--- src/hdl/ppcs_pkg.sv ---
// Package with register offsets, bit positions, reset values and mode codes.
package ppcs_pkg;
  localparam int NUM_PORTS = 5;
  localparam logic [7:0] OFS_PORT1 = 8'h1f;
  localparam logic [7:0] OFS_PORT2 = 8'h2f;
  localparam logic [7:0] OFS_PORT3 = 8'h3f;
  localparam logic [7:0] OFS_PORT4 = 8'h4f;
  localparam logic [7:0] OFS_PORT5 = 8'h5f;
  localparam logic [7:0] OFS_STATUS_DELTA = 8'h01;
  localparam int BIT_LOOPBACK = 7;
  localparam int BIT_RSVD = 6;
  localparam int BIT_ISOLATE = 5;
  localparam int BIT_SOFT_RST = 4;
  localparam int BIT_FORCE_LINK = 3;
  localparam int BIT_P10HD = 0;
  localparam logic [2:0] MODE_AN = 3'h1;
  localparam logic [2:0] MODE_10HD = 3'h2;
  localparam logic [2:0] MODE_100HD = 3'h3;
  localparam logic [2:0] MODE_10FD = 3'h5;
  localparam logic [2:0] MODE_100FD = 3'h6;
  localparam logic [2:0] MODE_RESET = MODE_AN;
  localparam logic [7:0] REG_RESET = 8'h00;
  localparam int RST_PULSE_CYCLES = 16;

  function automatic logic mode_is_legal(input logic [2:0] m);
    return (m == MODE_AN) || (m == MODE_10HD) || (m == MODE_100HD) ||
           (m == MODE_10FD) || (m == MODE_100FD);
  endfunction
endpackage

--- src/hdl/ppcs_port_ctl.sv ---
// One port's PHY control bits, soft reset sequencer and mode capture.
`timescale 1ns/1ps
module ppcs_port_ctl
  import ppcs_pkg::*;
#(
  parameter int RST_CYCLES = RST_PULSE_CYCLES
) (
  input wire logic clk_i,
  input wire logic rst_i,
  input wire logic wr_i,
  input wire logic [7:0] wdata_i,
  input wire logic [2:0] op_mode_i,
  input wire logic partner_10hd_i,
  output logic [7:0] ctl_q_o,
  output logic p10hd_o,
  output logic phy_soft_rst_o
);
  typedef enum logic [0:0] {PPCS_IDLE, PPCS_RST} ppcs_state_t;
  ppcs_state_t state_q;
  logic [15:0] cnt_q;
  logic loop_q, iso_q, force_q;
  logic [2:0] mode_q;

  always_ff @(posedge clk_i) begin
    if (rst_i) begin
      loop_q <= 1'b0;
      iso_q <= 1'b0;
      force_q <= 1'b0;
    end else if (wr_i) begin
      loop_q <= wdata_i[BIT_LOOPBACK];
      iso_q <= wdata_i[BIT_ISOLATE];
      force_q <= wdata_i[BIT_FORCE_LINK];
    end
  end

  // A write of 1 during a running sequence restarts the count.
  always_ff @(posedge clk_i) begin
    if (rst_i) begin
      state_q <= PPCS_IDLE;
      cnt_q <= 16'h0000;
    end else begin
      case (state_q)
        PPCS_IDLE: begin
          if (wr_i && wdata_i[BIT_SOFT_RST]) begin
            state_q <= PPCS_RST;
            cnt_q <= 16'(RST_CYCLES - 1);
          end
        end
        PPCS_RST: begin
          if (wr_i && wdata_i[BIT_SOFT_RST]) begin
            cnt_q <= 16'(RST_CYCLES - 1);
          end else if (cnt_q == 16'h0000) begin
            state_q <= PPCS_IDLE;
          end else begin
            cnt_q <= cnt_q - 16'h0001;
          end
        end
        default: state_q <= PPCS_IDLE;
      endcase
    end
  end

  // Reserved input codes are ignored so the field never shows one.
  always_ff @(posedge clk_i) begin
    if (rst_i) begin
      mode_q <= MODE_RESET;
      p10hd_o <= 1'b0;
    end else begin
      if (mode_is_legal(op_mode_i)) begin
        mode_q <= op_mode_i;
      end
      p10hd_o <= partner_10hd_i;
    end
  end

  assign phy_soft_rst_o = (state_q == PPCS_RST);
  // Reserved bit 6 is tied to zero on read.
  assign ctl_q_o = {loop_q, 1'b0, iso_q, phy_soft_rst_o, force_q, mode_q};
endmodule

--- src/hdl/ppcs_top.sv ---
// Per-port PHY control and status register bank for a five-port switch.
`timescale 1ns/1ps
// What this block does
// - Status bit 0 reports partner 10BT half-duplex ability, zero after reset.
// - One register per port at 0x1f, 0x2f, 0x3f, 0x4f, 0x5f, same layout.
// - Bit 7 loops frames back at the port PHY PMD/PMA layer.
// - Bit 5 isolates the PHY from MII side and line transmit pair.
// - Writing 1 to bit 4 starts a self-clearing PHY soft reset.
// - Bit 3 forces the PHY link up regardless of line status.
// - Bits 2-0 report operation mode; reset value 001, auto-negotiation.
// - Control, but not status, is also readable through the MIIM port when miim_sel_i is high.
module ppcs_top
  import ppcs_pkg::*;
#(
  parameter int PORTS = NUM_PORTS,
  parameter int RST_CYCLES = RST_PULSE_CYCLES
) (
  input wire logic clk_i,
  input wire logic rst_i,
  input wire logic [7:0] addr_i,
  input wire logic wr_i,
  input wire logic rd_i,
  input wire logic [7:0] wdata_i,
  input wire logic miim_sel_i,
  input wire logic [2:0] miim_port_i,
  input wire logic [PORTS*3-1:0] op_mode_i,
  input wire logic [PORTS-1:0] partner_10hd_i,
  output logic [7:0] rdata_o,
  output logic rvalid_o,
  output logic [7:0] miim_data_o,
  output logic [PORTS-1:0] phy_loopback_o,
  output logic [PORTS-1:0] phy_isolate_o,
  output logic [PORTS-1:0] phy_soft_rst_o,
  output logic [PORTS-1:0] phy_force_link_o
);
  ////////////////////////////////////////////////////////////////////////////
  // Address decode shared by writes and reads.
  function automatic int port_of(input logic [7:0] a);
    case (a)
      OFS_PORT1, OFS_PORT1 - OFS_STATUS_DELTA: return 0;
      OFS_PORT2, OFS_PORT2 - OFS_STATUS_DELTA: return 1;
      OFS_PORT3, OFS_PORT3 - OFS_STATUS_DELTA: return 2;
      OFS_PORT4, OFS_PORT4 - OFS_STATUS_DELTA: return 3;
      OFS_PORT5, OFS_PORT5 - OFS_STATUS_DELTA: return 4;
      default: return -1;
    endcase
  endfunction

  function automatic logic is_ctl(input logic [7:0] a);
    return a[3:0] == OFS_PORT1[3:0];
  endfunction

  function automatic logic port_in_range(input int p);
    return (p >= 0) && (p < PORTS);
  endfunction

  // Only the partner half-duplex ability lives here; status bits 7-1 read zero.
  function automatic logic [7:0] status_word(input logic ability);
    logic [7:0] w;
    w = REG_RESET;
    w[BIT_P10HD] = ability;
    return w;
  endfunction

  logic [7:0] ctl_w [PORTS];
  logic [7:0] status_w [PORTS];
  logic [PORTS-1:0] p10hd_w;
  logic [PORTS-1:0] rst_w;
  logic [PORTS-1:0] wr_sel_w;
  logic [2:0] mode_in_w [PORTS];
  int rd_port_w;
  logic rd_hit_w;
  logic miim_hit_w;
  logic [7:0] rd_word_d;
  logic [7:0] miim_word_d;

  ////////////////////////////////////////////////////////////////////////////
  // Write strobes, one per port; a status offset never takes data.
  always_comb begin
    wr_sel_w = '0;
    for (int p = 0; p < PORTS; p++) begin
      if (wr_i && is_ctl(addr_i) && (port_of(addr_i) == p)) begin
        wr_sel_w[p] = 1'b1;
      end
    end
  end

  always_comb begin
    for (int p = 0; p < PORTS; p++) begin
      mode_in_w[p] = op_mode_i[p*3 +: 3];
    end
  end

  ////////////////////////////////////////////////////////////////////////////
  // Per-port instances.
  for (genvar p = 0; p < PORTS; p++) begin : g_port
    ppcs_port_ctl #(
      .RST_CYCLES(RST_CYCLES)
    ) u_port (
      .clk_i(clk_i),
      .rst_i(rst_i),
      .wr_i(wr_sel_w[p]),
      .wdata_i(wdata_i),
      .op_mode_i(mode_in_w[p]),
      .partner_10hd_i(partner_10hd_i[p]),
      .ctl_q_o(ctl_w[p]),
      .p10hd_o(p10hd_w[p]),
      .phy_soft_rst_o(rst_w[p])
    );
  end

  ////////////////////////////////////////////////////////////////////////////
  // Registered PHY control outputs, one process per control line.
  always_ff @(posedge clk_i) begin
    if (rst_i) begin
      phy_loopback_o <= '0;
    end else begin
      for (int i = 0; i < PORTS; i++) begin
        phy_loopback_o[i] <= ctl_w[i][BIT_LOOPBACK];
      end
    end
  end

  always_ff @(posedge clk_i) begin
    if (rst_i) begin
      phy_isolate_o <= '0;
    end else begin
      for (int i = 0; i < PORTS; i++) begin
        phy_isolate_o[i] <= ctl_w[i][BIT_ISOLATE];
      end
    end
  end

  // Soft reset reaches the pins one cycle after the register bit shows it.
  always_ff @(posedge clk_i) begin
    if (rst_i) begin
      phy_soft_rst_o <= '0;
    end else begin
      for (int i = 0; i < PORTS; i++) begin
        phy_soft_rst_o[i] <= rst_w[i];
      end
    end
  end

  always_ff @(posedge clk_i) begin
    if (rst_i) begin
      phy_force_link_o <= '0;
    end else begin
      for (int i = 0; i < PORTS; i++) begin
        phy_force_link_o[i] <= ctl_w[i][BIT_FORCE_LINK];
      end
    end
  end

  ////////////////////////////////////////////////////////////////////////////
  // Register read port; unmapped addresses read zero.
  always_comb begin
    rd_port_w = port_of(addr_i);
    rd_hit_w = port_in_range(rd_port_w);
  end

  always_comb begin
    for (int p = 0; p < PORTS; p++) begin
      status_w[p] = status_word(p10hd_w[p]);
    end
  end

  // The word is formed ahead of the flop so the output stays a plain register copy.
  always_comb begin
    rd_word_d = REG_RESET;
    if (rd_hit_w) begin
      if (is_ctl(addr_i)) begin
        rd_word_d = ctl_w[rd_port_w];
      end else begin
        rd_word_d = status_w[rd_port_w];
      end
    end
  end

  always_ff @(posedge clk_i) begin
    if (rst_i) begin
      rvalid_o <= 1'b0;
    end else begin
      rvalid_o <= rd_i;
    end
  end

  // Read data drops back to zero between reads, so a stale word never looks fresh.
  always_ff @(posedge clk_i) begin
    if (rst_i) begin
      rdata_o <= REG_RESET;
    end else if (rd_i) begin
      rdata_o <= rd_word_d;
    end else begin
      rdata_o <= REG_RESET;
    end
  end

  ////////////////////////////////////////////////////////////////////////////
  // The management view reads the same control storage, but shows zero while miim_sel_i is low.
  always_comb begin
    miim_hit_w = port_in_range(int'(miim_port_i));
  end

  always_comb begin
    miim_word_d = REG_RESET;
    if (miim_sel_i && miim_hit_w) begin
      miim_word_d = ctl_w[miim_port_i];
    end
  end

  always_ff @(posedge clk_i) begin
    if (rst_i) begin
      miim_data_o <= REG_RESET;
    end else begin
      miim_data_o <= miim_word_d;
    end
  end
endmodule

--- config.mk ---
export PLATFORM = sky130hd
export DESIGN_NAME = ppcs_top
export DESIGN_NICKNAME = d
export VERILOG_FILES = /design/src/hdl/ppcs_pkg.sv /design/src/hdl/ppcs_port_ctl.sv /design/src/hdl/ppcs_top.sv
export SDC_FILE = /design/constraint.sdc
export NUM_CORES = 1
export LEC_CHECK = 0
export ABC_AREA = 1
export BUFFER_PORTS_ARGS = -buffer_cell sky130_fd_sc_hd__buf_2
export CORE_UTILIZATION = 55
export CTS_CLUSTER_DIAMETER = 120
export CTS_CLUSTER_SIZE = 25
export DETAILED_ROUTE_END_ITERATION = 10
export GPL_ROUTABILITY_DRIVEN = 0
export HOLD_SLACK_MARGIN = 0.15
export PLACE_DENSITY_LB_ADDON = 0.15
export SLEW_MARGIN = 5
export SYNTH_ARGS = -nofsm -noshare
export SYNTH_HDL_FRONTEND = slang
export SYNTH_SLANG_ARGS = --single-unit
export TNS_END_PERCENT = 20
--- constraint.sdc ---
create_clock -name clk_i -period 2.8 [get_ports clk_i]
set_input_delay 0.56 -clock clk_i [delete_from_list [all_inputs] [get_ports clk_i]]
set_output_delay 0.56 -clock clk_i [all_outputs]
set_load 0.01 [all_outputs]
======== Yosys cells after proc, flatten, opt, wreduce, memory -nomap -nowiden ========
Cells that the tools add are included.
cells by class
  add/sub/neg operators ................... 5
  $lt $le $gt $ge ......................... 5
  equality and inequality tests ........... 50
  muxes and demuxes ....................... 56
  bitwise operators ....................... 10
  reductions and logical operators ........ 51
operators by type and width
  kind                   number
  $mux 16                15
  $pmux 16 s2            5
  $pmux 32 s5            1
  $logic_not 16->1       5
  $sub 16x1->16 const B  5
  $bmux 8 s3             3
  $eq 32x3->1 const B    2
  $mux 8                 7
  $eq 32x2->1 const B    1
  $eq 32x4->1 const B    1
  $eq 8x6->1 const B     4
  $eq 8x7->1 const B     4
  $ge 32x1->1 const B    1
  $ge 32x4->1 const B    1
  $logic_not 32->1       1
  $lt 32x4->1 const B    1
  $not 32->32            1
  $eq 3x2->1 const B     10
  $eq 3x3->1 const B     10
  $logic_or 1x1->1       20
  $mux 1                 20
  $eq 8x5->1 const B     2
  $eq 3x1->1 const B     5
  $ne 3x3->1 const B     5
  other kinds (11)       47
storage, ports and cells
  bits in registers ....................... 157
  input bits .............................. 44
  output and inout bits ................... 37
  word-level logic and storage cells ...... 219

======== Depth between registers and ports, before layout ========
Gate-level depths: netlist of run 1.
  depth after elaboration ................. 9
  mapped depth ............................ 14
  mapped depth without buffers ............ 14

======== Hierarchy ========
A second synthesis of run 1 with hierarchy kept.
unflattened totals
  cell total of the unflattened synthesis .. 1343
  area, all modules ....................... 8782.2 um^2
by module, submodules not included
  module         times used  cells each  area each (um^2)  seq. area each (um^2)
  ppcs_port_ctl  5           211         1375.1            480.5
  ppcs_top       1           288         1906.8            740.7

======== Least setup slack after synthesis of run 1 ========
OpenSTA, ideal clock, no wires.
  path type ............................... register to register
  start point ............................. reg g_port[1].u_port.cnt_q[0]
  end point ............................... reg g_port[1].u_port.cnt_q[2]
  library setup time ...................... 0.135 ns
  arrival ................................. 1.580 ns
  data required time ...................... 2.665 ns
  slack ................................... 1.085 ns
  stages on the path, launching flop included .. 12
  buffers on the path ..................... 1
  clock period less this slack ............ 1.715 ns
  path through ............................ dfxtp_1 inv_1 ha_1 nand2_1 nor2_1 nand3_1 nand2_2 inv_2 buf_2 nand2_1 xor2_1 a21oi_1
on the way
  cells in the longest elaborated chain, start to end .. 4
  elaborated cells between the ends (all ways) .. 7
  classes of those cells .................. add/sub: 1; eq/ne: 1; mux: 3; reduce/logical: 2
ends and longest elaborated chain
  what                      RTL line             source
  start: declaration        ppcs_port_ctl.sv:20  logic [15:0] cnt_q;
  start signal: assignment  ppcs_port_ctl.sv:46  cnt_q <= 16'(RST_CYCLES - 1);
  start signal: assignment  ppcs_port_ctl.sv:51  cnt_q <= 16'(RST_CYCLES - 1);
  start signal: assignment  ppcs_port_ctl.sv:55  cnt_q <= cnt_q - 16'h0001;
  $sub 16x1->16             ppcs_port_ctl.sv:55
  $mux 16                   ppcs_port_ctl.sv:52  end else if (cnt_q == 16'h0000) begin
  $mux 16                   ppcs_port_ctl.sv:50  if (wr_i && wdata_i[BIT_SOFT_RST]) begin
  $pmux 16 s2               ppcs_port_ctl.sv:42  case (state_q)
Parallel ways exist; a longest one is shown, timed or not. The select of a mux whose other input is x is not followed.
A chain may end at the register's enable or synchronous reset.

======== Worst setup path in the final report of run 1 ========
  start point ............................. reg g_port[3].u_port.cnt_q[0]
  end point ............................... reg g_port[3].u_port.cnt_q[12]
on the way
  cells in the longest elaborated chain, start to end .. 4
  elaborated cells between the ends (all ways) .. 7
  classes of those cells .................. add/sub: 1; eq/ne: 1; mux: 3; reduce/logical: 2
ends and longest elaborated chain
  what                      RTL line
  start: declaration        ppcs_port_ctl.sv:20
  start signal: assignment  ppcs_port_ctl.sv:46
  start signal: assignment  ppcs_port_ctl.sv:51
  start signal: assignment  ppcs_port_ctl.sv:55
  $sub 16x1->16             ppcs_port_ctl.sv:55
  $mux 16                   ppcs_port_ctl.sv:52
  $mux 16                   ppcs_port_ctl.sv:50
  $pmux 16 s2               ppcs_port_ctl.sv:42
Parallel ways exist; a longest one is shown, timed or not. The select of a mux whose other input is x is not followed.

==> reports/qor.yml, run 1 <==
powerDensity_mw_per_mm2: 541
finalMaxSlewViolations: 0
peakVddDrop_v: 0.000444
synth_top_area_cell: "dfxtp_1"
tns_ns: 0
cts_resized: 0
drc: 0
h-tree-depth: 4
cp-start-kind: "flop"
finalHoldViolCount: 0
hpwlAfterDp_um: 12800
final_cell_mix: "nand2_1, nor2_1, dfxtp_1"
num-nets-final: 1210
max_freq_ghz: 0.441
rows: 43
avgViaCountPerCell: 5.26
nFillCells: 1234
clk_pin_slew_ns: 0.06
synthCells: 1095
drtPass1Iterations: 5
n_antenna_cell: 0
wirelength_um: 17900
cts_setup_buffers: 0
rrSetupSlack_ns: 0.53
wl_per_cell_um: 13.2
cp_data_required_time_ns: 3.11
rsz0062_at_grt: "no"
period_share_pct: 80.9
synth_seq_cells: 155
hp-class: "primary input to flop"
cp-end-kind: "flop"
cts_tree: "done"
overflow: 0
drv_cap: 0
synthArstFlopShare_pct: 0
grt_pass1_wl_um: 29800
dp_cells: 1322
drt_iter0_drc: 577
yosys.area_share.xor_xnor_pct: 5.74
synth_area_mm2: 0.00778
cp_max_fo: 17
yosysWarnings: 0
dieWidth_um: 121
synthMuxAreaShare_pct: 0
num_io_pins: 81
leakage_uw: 0.00398
clk_root_buffer_cell: "clkbuf_16"
portBuffers: 74
fp.dieArea_mm2: 0.0146
ys_types: 45
tightest_slew_ns: 0.674
holdBufCountCts: 0
clk_latency_ns: 0.43
ys.flop_type: "dfxtp_1"
final_antenna_net_count: 0
synth_fa_ha_area_share_pct: 0.805
synth_area_leaders: "dfxtp_1, nand2_1, nor2_1"
arrival_ns: 2.58
synth_compound_area_share_pct: 14.9
antenna_found_initial: 0
initial_utilization_pct: 56.2
critical_path_class: "flop to flop"
grt_max_degree: 62
grt_pass1_vias: 6384
fin_cells: 1354
finClkSkew_ns: 0.00826
grt_use_total_pct: 25.6
syn_to_final_growth_pct: 13.9
mostFrequentLayoutCell: "nand2_1"
routed-via-count: 7121
cts.path.max_buffers: 2
relSlewSlack_pct: 55.1
yosysSeqAreaShare_pct: 39.9
core_area_mm2: 0.0138
status: "finished clean"
finalSetupViolations: 0
chipHeight_um: 121
synth_edf_count: 0
cts_buffers: 17
period_needed_ns: 2.27
synth_top_cell_area_share_pct: 39.9
synth_top_family_by_area: "simple AND/OR/NAND/NOR gates"
synthSimpleGateAreaFrac_pct: 30.2
cts.sinks: 155
syn_area_per_cell_um2: 7.10
drive_gt1_share_pct: 15.3
## routing by layer
| layer | wire length (um) | global-route usage (%) |
|---|---|---|
| met1 | 8410 | 33.6 |
| met2 | 8270 | 41.7 |
| met3 | 743 | 4.28 |
| met4 | 441 | 10.3 |
| met5 | 0 | 0 |
## through the flow
stage / total power, uW / hold WS (ns) / area [um2] / util [%] / worst slack, ns
after global routing: 4950 / 0.344 / 8860 / 64.0 / 0.311
after global placement: 2510 / 0.451 / 8250 / 59.7 / 0.477
after detailed placement: 2510 / 0.458 / 8250 / 59.7 / 0.444
after floorplan: 2420 / 0.429 / 7780 / - / 1.08
final: 4790 / 0.333 / 8860 / 64.0 / 0.534
after CTS: 4830 / 0.322 / 8860 / 64.0 / 0.555
## synth_stat cells, types with 2 or more instances
library cell and instances:
nand2_1 198, a21oi_1 106, dfxtp_1 155, nand4_1 20, o21bai_1 2, a31oi_1 6
nand2_4 3, buf_2 5, inv_1 113, buf_1 3, o211ai_1 11, nor2_2 5
nand2_2 10, buf_4 6, nor3_1 27, nand3_2 4, o21ai_0 61, nor3b_1 2
nor2_4 13, clkbuf_1 16, and3_1 2, nor2_1 159, ha_1 5, nand3_1 48
nand3b_1 2, xnor2_1 12, buf_6 3, or2_2 10, xor2_1 39, or2_1 2
o22ai_1 5, o21ai_1 11, a21oi_2 5, inv_2 13, and2_1 3
## layout make-up
type                       count  area, um2  share of cell area [%]
clock buffer                  20        467                    5.27
clock inverter                12        139                    1.57
inverter                     126        473                    5.34
multi-input combinational    782       4030                    45.5
sequential                   155       3100                    35.0
tap                          180        225                    2.54
timing repair buffer          79        420                    4.75
## sequential cells by signal, indices dropped and copies added (netlist names)
name,count
g_port.u_port.iso_q,5
phy_force_link_o,5
miim_data_o,7
g_port.u_port.cnt_q,80
phy_isolate_o,5
g_port.u_port.loop_q,5
phy_loopback_o,5
g_port.u_port.p10hd_o,5
rvalid_o,1
g_port.u_port.mode_q,15
phy_soft_rst_o,5
g_port.u_port.phy_soft_rst_o,5
rdata_o,7
g_port.u_port.force_q,5
## worst max-delay path: stages, from the launching register on
cell	delay, ns
dfxtp_1	0.33
inv_1	0.08
ha_1	0.20
nand3_1	0.14
nor2_1	0.20
nand4_1	0.25
a21oi_2	0.45
inv_2	0.22
o21ai_0	0.21
a21oi_1	0.06
## cells by family (layout without fill, tap and decap cells)
group | count (synthesis) | in the layout
compound gates | 212 | 212
fa+ha+maj | 5 | 5
xor+xnor | 51 | 51
buf+inv | 159 | 237
other cells | 1 | 2
flops | 155 | 155
simple gates | 512 | 512
## power breakdown
part | leakage, uW | internal, uW | switching (uW)
Clock | 0.000297 | 1390 | 940
Sequential | 0.00125 | 2230 | 14.6
Combinational | 0.00243 | 69.9 | 150
## path summary, 6_finish.rpt
check,from,endpoint,depth (start not counted)
worst max-delay path,g_port[3].u_port.cnt_q[0]$_SDFFE_PP0P_,g_port[3].u_port.cnt_q[12]$_SDFFE_PP0P_,9
worst min-delay path,partner_10hd_i[3],g_port[3].u_port.p10hd_o$_SDFF_PP0_,3
worst max register to register,g_port[3].u_port.cnt_q[0]$_SDFFE_PP0P_,g_port[3].u_port.cnt_q[12]$_SDFFE_PP0P_,9
worst min register to register,g_port[2].u_port.cnt_q[0]$_SDFFE_PP0P_,g_port[2].u_port.cnt_q[0]$_SDFFE_PP0P_,2
Note: power is estimated with default switching activity, not from simulation.
==> inputs of run 2 (changes only) <==
==> constraint.sdc (replaced) <==
create_clock -name clk_i -period 2.27 [get_ports clk_i]
set_input_delay 0.454 -clock clk_i [delete_from_list [all_inputs] [get_ports clk_i]]
set_output_delay 0.454 -clock clk_i [all_outputs]
set_load 0.01 [all_outputs]
==> reports/qor.yml, run 2 (synthesized netlist as in run 1, its figures left out) <==
largest_register_ffs: 80
reg.largest.list: "g_port.u_port.cnt_q x80, g_port.u_port.mode_q x15"
grt_pass1_wl_um: 29800
critical_path_class: "flop to flop"
fin_ws_ns: 0.282
initial_utilization_pct: 56.2
finalSetupViolations: 0
grt_use_total_pct: 25.5
rsz0062_at_grt: "no"
route.met2.wl_um: 8190
period_share_pct: 87.6
cts_tree: "done"
dp_slack_ns: 0.239
finalMaxSlewViolations: 0
cp_common_cell: "nor2_1"
tightest_slew_ns: 0.748
cp-start-kind: "flop"
slowest_delay_ns: 0.34
avgViaCountPerCell: 5.20
rows: 43
clk_root_buffer_cell: "clkbuf_16"
multiInputGateArea_mm2: 0.00403
tns_ns: 0
fp.dieArea_mm2: 0.0146
powerDensity_mw_per_mm2: 639
cp_max_fo: 17
leakage_uw: 0.00399
num_io_pins: 81
n_antenna_cell: 0
grt_max_degree: 60
cp_data_required_time_ns: 2.58
wl_per_cell_um: 13.2
met1Wirelength_um: 8430
grt_pass1_vias: 6569
max_freq_ghz: 0.503
drv_cap: 0
portBuffers: 74
drc: 0
status: "finished clean"
wl_met3_um: 960
critical_path.n_buffers_inverters: 2
design_area_mm2: 0.00888
holdBufCountCts: 0
register_area_mm2: 0.00310
cts.path.max_buffers: 2
final_antenna_net_count: 0
cts_resized: 0
drt_iter0_drc: 552
cp-end-kind: "flop"
mostFrequentLayoutCell: "nand2_1"
cts.sinks: 155
arrival_ns: 2.30
cts_buffers: 17
overflow: 0
clk_latency_ns: 0.42
finalHoldViolCount: 0
nFillCells: 1241
cts_setup_buffers: 0
period_needed_ns: 1.99
slowest_stage: "dfxtp_1"
num-nets-final: 1222
drtPass1Iterations: 5
wirelength_um: 18000
antenna_found_initial: 1
routed-via-count: 7108
critPathTopFamily: "simple AND/OR/NAND/NOR gates"
chipHeight_um: 121
hpwlAfterDp_um: 13000
h-tree-depth: 4
worstPathCellList: "inv_1 > ha_1 > nand3_1 > nor2_1 > nand4_1 > a21oi_2 > inv_2 > o21ai_0 > nor2_1"
dieWidth_um: 121
placed_cell_area_mm2: 0.00833
drive_gt1_share_pct: 15.9
clk_pin_slew_ns: 0.06
fin_hold_ws_ns: 0.231
top_layer: "met5"
syn_to_final_growth_pct: 14.1
largest-register: "g_port.u_port.cnt_q"
hp-class: "primary input to flop"
final_cell_mix: "nand2_1, nor2_1, dfxtp_1"
total_power_uw: 5680
peakVddDrop_v: 0.000518
core_area_mm2: 0.0138
relSlewSlack_pct: 49.7
finClkSkew_ns: 0.00568
run 2: cell count changes in the layout (fill, tap and decap cells not counted):
cell / delta
buf_12: -1
buf_4: +13
bufinv_16: -1
clkbuf_1: +3
clkbuf_8: -2
clkinv_2: +2
clkinv_4: -3
clkinvlp_4: +3
inv_6: -2
run 2: per-layer routing:
| metal | GRT usage (%) | vias to the layer above |
|---|---|---|
| met5 | 0 | - |
| met4 | 9.49 | 2 |
| met3 | 5.50 | 29 |
| met2 | 41.1 | 183 |
| met1 | 33.4 | 3200 |
| li1 | - | 3694 |
run 2: layout make-up:
type                            count  share of cell area (%)
Clock inverter                     11                    1.10
Inverter                          126                    5.33
Multi-Input combinational cell    782                    45.4
Clock buffer                       21                    5.07
Timing Repair Buffer               91                    5.61
Tap cell                          180                    2.54
Sequential cell                   155                    35.0
run 2: worst paths after layout:
| check | startpoint | end | slack, ns | depth (start not counted) |
|---|---|---|---|---|
| max | g_port[3].u_port.cnt_q[0]$_SDFFE_PP0P_ | g_port[3].u_port.cnt_q[14]$_SDFFE_PP0P_ | 0.28 | 9 |
| min reg2reg | g_port[2].u_port.loop_q$_SDFFE_PP0P_ | g_port[2].u_port.loop_q$_SDFFE_PP0P_ | 0.47 | 2 |
| min | partner_10hd_i[1] | g_port[1].u_port.p10hd_o$_SDFF_PP0_ | 0.23 | 3 |
| max reg2reg | g_port[3].u_port.cnt_q[0]$_SDFFE_PP0P_ | g_port[3].u_port.cnt_q[14]$_SDFFE_PP0P_ | 0.28 | 9 |
run 2: power by group:
part	internal (uW)	total [uW]	switching, uW
clock	1530	2640	1110
combinational	88.7	272	183
sequential	2750	2770	18.2
total	4370	5680	1310
run 2: through the flow:
stage,utilization (%),instances
finish,64.2,1366
CTS,64.2,1366
global placement,60.2,1334
global route,64.2,1366
detailed placement,60.2,1334
floorplan,-,1096
run 2: worst register-to-register path, cell delays in order (launching register included):
cell and delay, ns:
dfxtp_1 0.34, inv_1 0.08, ha_1 0.21, nand3_1 0.14, nor2_1 0.20, nand4_1 0.23
a21oi_2 0.22, inv_2 0.15, o21ai_0 0.22, nor2_1 0.08
==> inputs of run 3 (changes only) <==
--- a/config.mk
+++ b/config.mk
@@ -5,7 +5,6 @@
 export SDC_FILE = /design/constraint.sdc
 export NUM_CORES = 1
 export LEC_CHECK = 0
-export ABC_AREA = 1
 export BUFFER_PORTS_ARGS = -buffer_cell sky130_fd_sc_hd__buf_2
 export CORE_UTILIZATION = 55
 export CTS_CLUSTER_DIAMETER = 120
==> reports/qor.yml, run 3 <==
ys_types: 67
syn_area_per_cell_um2: 8.90
syn_to_final_growth_pct: 18.2
slowest_delay_ns: 0.57
finalHoldViolCount: 0
rsz0062_at_grt: "no"
drive_gt1_share_pct: 19.5
largest_register_ffs: 80
max_freq_ghz: 0.463
use_met1_pct: 33.9
rr_endpoint: "g_port[1].u_port.cnt_q[1]$_SDFFE_PP0P_"
hold_path_end: "g_port[0].u_port.p10hd_o$_SDFF_PP0_"
synthArstFlopShare_pct: 0
chipHeight_um: 116
hp-class: "primary input to flop"
cp-start-kind: "flop"
wirelength_um: 16900
dieWidth_um: 116
mostFrequentLayoutCell: "dfxtp_1"
num_io_pins: 81
worstPathCellList: "or4_1 > or2_0 > o21ai_1 > mux2_2 > a21oi_1"
synth_top_cell_area_share_pct: 43.7
period_share_pct: 95.2
portBuffers: 74
holdBufCountCts: 0
synth_top_area_cell: "dfxtp_1"
num-nets-final: 945
finClkSkew_ns: 0.00616
drc: 0
avgViaCountPerCell: 5.70
slowest_stage: "or4_1"
initial_utilization_pct: 56.2
critical_path.n_buffers_inverters: 0
cts.path.max_buffers: 2
grt_use_total_pct: 27.0
min_path_cells: 2
dp_cells: 1049
grt_pass1_vias: 5918
arrival_ns: 2.50
routed-via-count: 6161
min-delay-start: "partner_10hd_i[0]"
clk_root_buffer_cell: "clkbuf_16"
top_usage_layer: "met2"
drv_cap: 0
final_cell_mix: "dfxtp_1, nor2_1, buf_2"
tns_ns: 0
ff2ff_path_depth: 5
r2r_start: "g_port[1].u_port.cnt_q[10]$_SDFFE_PP0P_"
critical_path_class: "flop to flop"
finalSetupViolations: 0
critPathTopFamily: "simple AND/OR/NAND/NOR gates"
leakage_uw: 0.00342
use_met3_pct: 6.33
synth_edf_count: 0
core_area_mm2: 0.0126
ys.flop_type: "dfxtp_1"
ys_top_cells_by_count: "dfxtp_1, nor2_1, a21oi_1"
cp_data_required_time_ns: 2.61
wl_per_cell_um: 15.6
fin_hold_ws_ns: 0.243
cp-end-kind: "flop"
cts.sinks: 155
yosysWarnings: 0
yosysSeqAreaShare_pct: 43.7
relSlewSlack_pct: 32.5
powerDensity_mw_per_mm2: 661
drt_iter0_drc: 529
rrSetupSlack_ns: 0.11
overflow: 0
synthCells: 797
grt_max_degree: 74
final_antenna_net_count: 0
use_met2_pct: 45.8
dp_slack_ns: -0.0160
yosys.cell_count.top_type: "dfxtp_1"
h-tree-depth: 4
hpwlAfterDp_um: 12200
n_antenna_cell: 0
reg.largest.list: "g_port.u_port.cnt_q x80, g_port.u_port.mode_q x15"
period_needed_ns: 2.16
peakVddDrop_v: 0.000664
finalMaxSlewViolations: 0
fin_cells: 1081
drtPass1Iterations: 5
synth_area_leaders: "dfxtp_1, nor2_1, a21oi_1"
fin_ws_ns: 0.108
synth_seq_cells: 155
cts_buffers: 17
grt_pass1_wl_um: 28200
clk_pin_slew_ns: 0.06
largest-register: "g_port.u_port.cnt_q"
clk_latency_ns: 0.42
synth_area_mm2: 0.00709
tightest_slew_ns: 0.999
fp.dieArea_mm2: 0.0134
antenna_found_initial: 0
cts_setup_buffers: 0
cp_max_fo: 7
status: "finished clean"
rows: 41
cts_tree: "done"
run 3: cell types whose count changed in the layout (fill, tap and decap cells not counted), sizes merged, moves of 16 or more:
| cell | previous run | this run |
|---|---|---|
| nor2 | 177 | 86 |
| a21oi | 112 | 64 |
| nor3 | 28 | 12 |
| o21ai | 73 | 38 |
| nand3 | 53 | 37 |
| mux2i | 0 | 22 |
| buf | 91 | 116 |
| nor2b | 0 | 32 |
| inv | 126 | 20 |
| nand2 | 211 | 54 |
run 3: power breakdown:
group	switching [uW]	total (uW)	internal, uW
clock network	1100	2520	1420
logic	156	256	101
registers	23.0	2770	2750
total	1280	5540	4260
run 3: layer usage:
metal / routed length [um] / up-vias / part of all wire (%)
li1: - / 3053 / -
met1: 7360 / 2937 / 44
met2: 8460 / 153 / 50
met3: 854 / 18 / 5.1
met4: 212 / 0 / 1.3
met5: 0 / - / 0
run 3: per-stage QoR:
stage          instance area [um2]  power, uW  utilization, %
3_5_place_dp                  7850       3080            62.2
6_report                      8380       5540            66.4
4_1_cts                       8370       5570            66.3
2_1_floorplan                 7100       2970               -
3_3_place_gp                  7850       3070            62.2
5_1_grt                       8380       5730            66.4
run 3: repair_timing:
action                                  in CTS  in global routing
endpoints found under the setup margin       0                  8
hold endpoints to repair                     0                  0
gates resized for setup                      0                  2
run 3: final cells by class:
cell class	count	area (um2)
Fill cell	1047	4240
Inverter	20	75.1
Sequential cell	155	3100
Timing Repair Buffer	116	686
Tap cell	172	215
Clock buffer	21	450
Clock inverter	11	73.8
Multi-Input combinational cell	586	3780
run 3: logic make-up after synthesis:
logic type	Yosys count	share of synthesized area, %
buf+inv	57	3.21
other cells	1	0.0529
compound gates	153	13.5
fa+ha+maj	5	0.882
simple gates	343	26.5
mux	33	5.96
xor+xnor	50	6.17
flops	155	43.7
run 3: how the worst max path moves through the flow:
stage | startpoint | endpoint | slack [ns] | cells past startpoint
4_1_cts | g_port[1].u_port.cnt_q[10]$_SDFFE_PP0P_ | g_port[1].u_port.cnt_q[1]$_SDFFE_PP0P_ | 0.12 | 5
6_report | g_port[1].u_port.cnt_q[10]$_SDFFE_PP0P_ | g_port[1].u_port.cnt_q[1]$_SDFFE_PP0P_ | 0.11 | 5
2_1_floorplan | addr_i[6] | g_port[3].u_port.cnt_q[15]$_SDFFE_PP0P_ | 0.01 | 6
3_5_place_dp | addr_i[4] | g_port[3].u_port.cnt_q[11]$_SDFFE_PP0P_ | -0.02 | 7
3_3_place_gp | addr_i[4] | g_port[3].u_port.cnt_q[11]$_SDFFE_PP0P_ | 0.004 | 7
5_1_grt | g_port[1].u_port.cnt_q[10]$_SDFFE_PP0P_ | g_port[1].u_port.cnt_q[1]$_SDFFE_PP0P_ | 0.05 | 5
